## src/rtl/wdk_defines.svh

```systemverilog
`ifndef WDK_DEFINES_SVH
`define WDK_DEFINES_SVH

// register indices; byte address is four times the index
`define WDK_IDX_MASTER 8'hF0
`define WDK_IDX_KEY 8'hF1
`define WDK_IDX_STATUS 8'hF2

// master control field positions
`define WDK_MC_EN_BIT 7
`define WDK_MC_PER_HI 6
`define WDK_MC_PER_LO 5
`define WDK_MC_EXT_BIT 4
`define WDK_MC_FIXED 4'h3

// status field positions
`define WDK_ST_RUN_BIT 0
`define WDK_ST_FIRE_BIT 1
`define WDK_ST_SEEN_BIT 2

// power-on values
`define WDK_RST_EN 1'h1
`define WDK_RST_PER 2'h3
`define WDK_RST_EXT 1'h1

// key codes
`define WDK_KEY_STOP 8'hB1
`define WDK_KEY_CLEAR 8'h4E

// timeout periods as powers of two of the clock cycle time
`define WDK_SHIFT_0 16
`define WDK_SHIFT_1 18
`define WDK_SHIFT_2 20
`define WDK_SHIFT_3 22

// reset pulse width and clock cycle time
`define WDK_PULSE_NS 1600
`define WDK_CLK_NS 100
`define WDK_PULSE_CYC ((`WDK_PULSE_NS + `WDK_CLK_NS - 1) / `WDK_CLK_NS)

`endif

```

## src/rtl/wdk_pkg.sv

```systemverilog
package wdk_pkg;

	typedef enum logic [1:0] {
		WDK_STOPPED = 2'b00,
		WDK_COUNTING = 2'b01,
		WDK_FIRING = 2'b10
	} wdk_mode_t;

	typedef struct packed {
		logic en;
		logic [1:0] per;
		logic ext;
	} wdk_ctrl_t;

	typedef struct packed {
		logic pready;
		logic pslverr;
		logic [31:0] prdata;
	} wdk_apb_rsp_t;

	typedef struct packed {
		wdk_mode_t mode;
		wdk_ctrl_t ctrl;
		logic [31:0] count;
		logic [7:0] pulse;
		logic seen;
		logic cpu_reset_n;
		logic pin_oe_n;
		logic pin_out;
		wdk_apb_rsp_t rsp;
	} wdk_state_t;

endpackage

```

## src/rtl/wdk_watchdog.sv

```systemverilog
// The APB interface to the registers is this design's own decision.
`timescale 1ns/1ns
`include "wdk_defines.svh"

module wdk_watchdog
	import wdk_pkg::*;
#(
	parameter int ADDR_W = 12,
	parameter int SHIFT_0 = `WDK_SHIFT_0,
	parameter int SHIFT_1 = `WDK_SHIFT_1,
	parameter int SHIFT_2 = `WDK_SHIFT_2,
	parameter int SHIFT_3 = `WDK_SHIFT_3,
	parameter int PULSE_CYC = `WDK_PULSE_CYC
) (
	input wire logic pclk,
	input wire logic presetn,
	input wire logic psel,
	input wire logic penable,
	input wire logic pwrite,
	input wire logic [ADDR_W-1:0] paddr,
	input wire logic [31:0] pwdata,
	output logic [31:0] prdata,
	output logic pready,
	output logic pslverr,
	output logic cpu_reset_n,
	output logic reset_pin_out,
	output logic reset_pin_oe_n
);

	localparam logic [ADDR_W-1:0] ADDR_MASTER = ADDR_W'({`WDK_IDX_MASTER, 2'b00});
	localparam logic [ADDR_W-1:0] ADDR_KEY = ADDR_W'({`WDK_IDX_KEY, 2'b00});
	localparam logic [ADDR_W-1:0] ADDR_STATUS = ADDR_W'({`WDK_IDX_STATUS, 2'b00});
	localparam logic [7:0] PULSE_LAST = 8'(PULSE_CYC - 1);

	initial begin
		if (ADDR_W < 10 || ADDR_W > 32)
			$error("address width must hold the register window");
		if (SHIFT_0 < 1 || SHIFT_0 > SHIFT_1 || SHIFT_1 > SHIFT_2 || SHIFT_2 > SHIFT_3
			|| SHIFT_3 > 31)
			$error("period shifts must rise and stay within the counter");
		if (PULSE_CYC < 1 || PULSE_CYC > 256)
			$error("reset pulse must be 1 to 256 cycles");
	end

	// last count value before a timeout, for a given period code
	function automatic logic [31:0] period_last(input logic [1:0] sel);
		logic [31:0] one;
		one = 32'h0000_0001;
		case (sel)
			2'b00: period_last = (one << SHIFT_0) - one;
			2'b01: period_last = (one << SHIFT_1) - one;
			2'b10: period_last = (one << SHIFT_2) - one;
			default: period_last = (one << SHIFT_3) - one;
		endcase
	endfunction

	function automatic logic [31:0] master_image(input wdk_ctrl_t c);
		logic [31:0] v;
		v = 32'h0000_0000;
		v[`WDK_MC_EN_BIT] = c.en;
		v[`WDK_MC_PER_HI:`WDK_MC_PER_LO] = c.per;
		v[`WDK_MC_EXT_BIT] = c.ext;
		v[3:0] = `WDK_MC_FIXED;
		master_image = v;
	endfunction

	wdk_state_t s_q;
	wdk_state_t s_d;

	logic setup;
	logic access;
	logic wr_master;
	logic wr_key;
	logic wr_status;
	logic key_stop;
	logic key_clear;
	logic mapped;
	logic timeout;

	always_comb begin
		setup = psel && !penable && !s_q.rsp.pready;
		access = psel && penable && s_q.rsp.pready;
		wr_master = access && pwrite && paddr == ADDR_MASTER;
		wr_key = access && pwrite && paddr == ADDR_KEY;
		wr_status = access && pwrite && paddr == ADDR_STATUS;
		key_stop = wr_key && pwdata[7:0] == `WDK_KEY_STOP;
		key_clear = wr_key && pwdata[7:0] == `WDK_KEY_CLEAR;
		mapped = paddr == ADDR_MASTER || paddr == ADDR_KEY || paddr == ADDR_STATUS;
		// at or past the end, so shortening the period mid-interval still fires
		timeout = s_q.mode == WDK_COUNTING && s_q.count >= period_last(s_q.ctrl.per);

		s_d = s_q;

		// bus answer: one wait-free access phase after each setup
		s_d.rsp.pready = setup;
		s_d.rsp.pslverr = setup && !mapped;
		s_d.rsp.prdata = 32'h0000_0000;
		if (setup && !pwrite) begin
			case (paddr)
				ADDR_MASTER: s_d.rsp.prdata = master_image(s_q.ctrl);
				ADDR_STATUS: begin
					s_d.rsp.prdata[`WDK_ST_RUN_BIT] = s_q.mode != WDK_STOPPED;
					s_d.rsp.prdata[`WDK_ST_FIRE_BIT] = s_q.mode == WDK_FIRING;
					s_d.rsp.prdata[`WDK_ST_SEEN_BIT] = s_q.seen;
				end
				// command register holds nothing to read back
				default: s_d.rsp.prdata = 32'h0000_0000;
			endcase
		end

		if (wr_master) begin
			s_d.ctrl.en = pwdata[`WDK_MC_EN_BIT];
			s_d.ctrl.per = pwdata[`WDK_MC_PER_HI:`WDK_MC_PER_LO];
			s_d.ctrl.ext = pwdata[`WDK_MC_EXT_BIT];
		end

		// write one clears; a timeout in the same cycle keeps it set
		if (wr_status && pwdata[`WDK_ST_SEEN_BIT])
			s_d.seen = 1'b0;

		case (s_q.mode)
			WDK_STOPPED: begin
				s_d.count = 32'h0000_0000;
				if (wr_master && pwdata[`WDK_MC_EN_BIT])
					s_d.mode = WDK_COUNTING;
			end
			WDK_COUNTING: begin
				s_d.count = s_q.count + 32'h0000_0001;
				if (key_stop && !s_q.ctrl.en) begin
					// stop only once enable was already cleared
					s_d.mode = WDK_STOPPED;
					s_d.count = 32'h0000_0000;
				end else if (key_clear) begin
					s_d.count = 32'h0000_0000;
				end else if (timeout) begin
					s_d.mode = WDK_FIRING;
					s_d.count = 32'h0000_0000;
					s_d.pulse = PULSE_LAST;
					s_d.seen = 1'b1;
					s_d.cpu_reset_n = 1'b0;
					s_d.pin_oe_n = !s_q.ctrl.ext;
				end
			end
			WDK_FIRING: begin
				// keys are not acted on while the reset pulse is out
				s_d.count = 32'h0000_0000;
				if (s_q.pulse == 8'h00) begin
					s_d.mode = WDK_COUNTING;
					s_d.cpu_reset_n = 1'b1;
					s_d.pin_oe_n = 1'b1;
				end else begin
					s_d.pulse = s_q.pulse - 8'h01;
				end
			end
			default: begin
				s_d.mode = WDK_COUNTING;
				s_d.count = 32'h0000_0000;
			end
		endcase

		// release the pulse that reset itself put on both outputs
		if (s_q.mode != WDK_FIRING) begin
			if (!timeout || s_q.mode != WDK_COUNTING) begin
				s_d.cpu_reset_n = 1'b1;
				s_d.pin_oe_n = 1'b1;
			end
		end
		s_d.pin_out = 1'b0;
	end

	always_ff @(posedge pclk or negedge presetn) begin
		if (!presetn) begin
			s_q.mode <= WDK_COUNTING;
			s_q.ctrl.en <= `WDK_RST_EN;
			s_q.ctrl.per <= `WDK_RST_PER;
			s_q.ctrl.ext <= `WDK_RST_EXT;
			s_q.count <= 32'h0000_0000;
			s_q.pulse <= 8'h00;
			s_q.seen <= 1'b0;
			// reset reaches the processor and the pin while held
			s_q.cpu_reset_n <= 1'b0;
			s_q.pin_oe_n <= 1'b0;
			s_q.pin_out <= 1'b0;
			s_q.rsp <= '0;
		end else begin
			s_q <= s_d;
		end
	end

	assign prdata = s_q.rsp.prdata;
	assign pready = s_q.rsp.pready;
	assign pslverr = s_q.rsp.pslverr;
	assign cpu_reset_n = s_q.cpu_reset_n;
	assign reset_pin_out = s_q.pin_out;
	assign reset_pin_oe_n = s_q.pin_oe_n;

endmodule // wdk_watchdog

```

## config.mk

```make
export PLATFORM = sky130hd
export DESIGN_NAME = wdk_watchdog
export DESIGN_NICKNAME = d
export VERILOG_FILES = /design/src/rtl/wdk_pkg.sv /design/src/rtl/wdk_watchdog.sv
export VERILOG_INCLUDE_DIRS = /design/src /design/src/rtl
export SDC_FILE = /design/constraint.sdc
export NUM_CORES = 1
export LEC_CHECK = 0
export BUFFER_PORTS_ARGS = -buffer_cell sky130_fd_sc_hd__buf_2
export CAP_MARGIN = 5
export CORE_ASPECT_RATIO = 0.7
export CORE_UTILIZATION = 40
export DETAILED_ROUTE_END_ITERATION = 12
export PLACE_DENSITY = 0.6
export SLEW_MARGIN = 20
export SYNTH_ARGS = -nofsm -noshare
export SYNTH_HDL_FRONTEND = slang
export SYNTH_SLANG_ARGS = --single-unit
```

## constraint.sdc

```tcl
create_clock -name pclk -period 2.78 [get_ports pclk]
set_input_delay 0.417 -clock pclk [delete_from_list [all_inputs] [get_ports pclk]]
set_output_delay 0.417 -clock pclk [all_outputs]
set_load 0.05 [all_outputs]
```

==> impl_summary.log <==
INFO  metric run_status = finished, final reports clean
INFO  metric hold_viol = 0
INFO  metric final_design_utilization = 46.6%
INFO  metric synth-compound-area-share = 8.80%
INFO  metric clkPwrFrac = 27.8%
INFO  metric post_synth_instance_area = 0.00316 mm²
INFO  metric synth.area.mux_share = 3.01%
INFO  metric die_height = 76.3 µm
INFO  metric h-tree-depth = 3
INFO  metric cp_data_arrival_time = 2830 ps
INFO  metric wl = 6070 µm
INFO  metric cts.sink_count = 58
INFO  metric main_combinational_cell_family_by_area_after_synthesis = simple AND/OR/NAND/NOR gates
INFO  metric worst_r2r_endpoint = s_q[41]
INFO  metric switching_share = 35.1%
INFO  metric critPathCaptureType = register
INFO  metric largest_fanout_on_the_critical_path = 12
INFO  metric floorplan.io_pins = 86
INFO  metric cap_violations = 0
INFO  metric flop2flop_setup_slack = 160 ps
INFO  metric placedCellCount = 442
INFO  metric area_growth_syn_to_layout = 10.0%
INFO  metric numCtsBuffers = 9
INFO  metric max_freq = 382 MHz
INFO  metric filler_cell_count = 728
INFO  metric share_of_the_yosys_chip_area_belonging_to_registers = 46.2%
INFO  metric cts_root_cell = clkbuf_8
INFO  metric sequentialPowerShare = 42.3%
INFO  metric post_synth.cell_area_avg = 10.1 µm²
INFO  metric detail-route-antenna-nets = 0
INFO  metric grt_pass1_wl = 10,100 µm
INFO  metric power.internal = 1460 µW
INFO  metric slew_viol_final = 0
INFO  metric antenna_found_initial = 0
INFO  metric layout_cells_sized_above_1 = 21.2%
INFO  metric synth_largest_area_cell = dfrtp_1
INFO  metric setup_viol = 0
INFO  metric synth-edff-count = 0
INFO  metric synth.lib_cells_used.distinct = 57
INFO  metric avgRoutedWirePerCell = 13.3 µm
INFO  metric start_util = 42.4%
INFO  metric synth_common_cells = dfrtp_1 (53), nor2_1 (39), buf_4 (35)
INFO  metric grt_pass1_vias = 2,150
INFO  metric clk_latency = 320 ps
INFO  metric hold_path.class = in2async
INFO  metric count_of_state_elements_after_synthesis = 58
INFO  metric area_enclosed_by_the_die_boundary = 0.00825 mm²
INFO  metric async_flop_share = 100%
INFO  metric yosys.area_share.adder = 3.17%
INFO  metric num_vias = 2,282
INFO  metric grt_max_degree = 39
INFO  metric clock_tree.buffer_depth = 2
INFO  metric finish.net_count = 412
INFO  metric share_of_the_synthesized_area_in_the_top_cell_type = 42.0%
INFO  metric clk_transition_reported_paths = 70 ps
INFO  metric critical_path.reg2reg.startpoint = s_q[80]
INFO  metric fp.dieW = 108 µm
INFO  metric n_antenna_cell = 0
INFO  metric dp_hpwl = 4380 µm
INFO  metric drcViolationCount = 0
INFO  metric cts_hold_buffers = 0
INFO  metric setup.worst_path.start_class = register
INFO  metric synthCells = 313
INFO  metric worst_ep_required_time = 2990 ps
INFO  metric groute.usage.overall = 15.6%
INFO  metric p_sw = 788 µW
INFO  metric layout_worst_path_cycle_share = 94.3%
INFO  metric layoutNonFillerInstCount = 457
INFO  metric yosys.area_share.simple = 22.3%
INFO  metric core_area = 0.00745 mm²
INFO  metric total_number_of_yosys_warnings = 0
INFO  metric fin_skew = 8.47 ps
INFO  metric remaining_global_route_overflow = 0
INFO  metric gp_routability_congestion = 0.770
INFO  metric number_of_cell_rows = 26
INFO  metric maximum_resistive_drop_on_vdd = 256 µV
INFO  metric synth_xor_area_share = 5.55%
INFO  metric critical_path_class = reg2reg
INFO  metric power.share.combinational = 29.8%
INFO  metric buffer_ports.inserted = 35
INFO  metric tritoncts = yes
INFO  metric viasPerCell = 4.99
INFO  metric main_flop_type_after_synthesis = dfrtp_1
INFO  metric first_iter_violations = 92
INFO  metric finalWorstPathRequiredPeriod = 2620 ps
INFO  metric drt_pre_antenna_iters = 4
INFO  metric power_density = 647 mW/mm²
INFO  metric yosys-top-cells-area = dfrtp_1 (42%), buf_4 (8.3%), nor2_1 (4.6%)
INFO  metric power_leakage = 0.00163 µW
INFO  metric synth.most_common_cell = dfrtp_1
INFO  metric rr_worst_depth = 8
## power by group through the flow
stage,logic [µW],registers [µW],clock network (µW)
finish,671,951,626
global route,755,961,684
CTS,671,952,652
detailed placement,672,965,0
global placement,659,966,0
floorplan,529,994,0
## worst max-delay path by stage
| stage | startpoint | slack [ps] | cells past startpoint | end |
|---|---|---|---|---|
| 6_report | s_q[80] | 160 | 8 | s_q[41] |
| 5_1_grt | s_q[80] | -7 | 10 | s_q[41] |
| 4_1_cts | s_q[80] | 60 | 9 | s_q[63] |
| 3_5_place_dp | s_q[80] | 100 | 8 | s_q[41] |
| 3_3_place_gp | s_q[80] | 110 | 8 | s_q[41] |
| 2_1_floorplan | s_q[80] | 270 | 9 | s_q[42] |
## stage by stage
step / area, µm² / hold WS, ps / setup WS, ps / power [µW] / TNS [ps]
2_1_floorplan: 3280 / 121 / 273 / 1520 / 0
3_3_place_gp: 3310 / 417 / 111 / 1620 / 0
3_5_place_dp: 3310 / 421 / 104 / 1640 / 0
4_1_cts: 3460 / 62.4 / 63.5 / 2270 / 0
5_1_grt: 3470 / 83.7 / -6.75 / 2400 / -8.30
6_report: 3470 / 60.0 / 159 / 2250 / 0
## layout by cell type, fill, tap and decap left out, types with 6 or more instances in the layout
cell type  count
a21oi_1       11
xor2_1        16
o21ai_0        8
buf_2         35
nor2_1        39
nand3_1       13
dfrtp_1       53
nand4_1        8
inv_1         10
and2_1         7
clkbuf_8       9
nor3_1         6
ha_1           8
nand2_1       15
conb_1        35
## repair_timing
action | CTS | global route
buffers inserted | 0 | 0
endpoints found under the setup margin | 0 | 31
resized for setup | 0 | 3
## per-layer routing
layer  GRT usage, %  part of all wire, %  vias to the layer above
met1           21.7                   50                     1103
met2           23.6                   44                       66
met5              0                    0                        -
met3           4.36                  5.7                        6
met4           4.66                 0.92                        0
li1               -                    -                     1107
## critical path: stages, from the launching register on
cell       delay [ps]
dfstp_2           600
nand2_1            90
ha_1              300
nand4bb_1         130
or4_4             600
a311oi_2          280
buf_4             220
and4_2            230
nor3_1             50
## registers in the layout, indices dropped and copies added (netlist names)
| register | flops |
|---|---|
| pslverr | 1 |
| reset_pin_oe_n | 1 |
| prdata | 7 |
| cpu_reset_n | 1 |
| s_q | 47 |
| pready | 1 |
## kinds of logic (layout without fill, tap and decap cells)
group,Yosys count,after routing
compound gates,40,40
flops,58,58
buf+inv,53,65
xor+xnor,20,20
simple gates,124,124
fa+ha+maj,8,8
mux,9,9
other cells,1,35
## cell type report
cell class | count | area (µm²) | area share, %
clock inverters | 4 | 20.0 | 0.577
well taps | 98 | 123 | 3.53
repair buffers | 40 | 213 | 6.13
multi-input cells | 236 | 1490 | 42.9
inverters | 10 | 37.5 | 1.08
clock buffers | 11 | 131 | 3.78
flip-flops and latches | 58 | 1460 | 42.0
(Power assumes the default switching activity.)
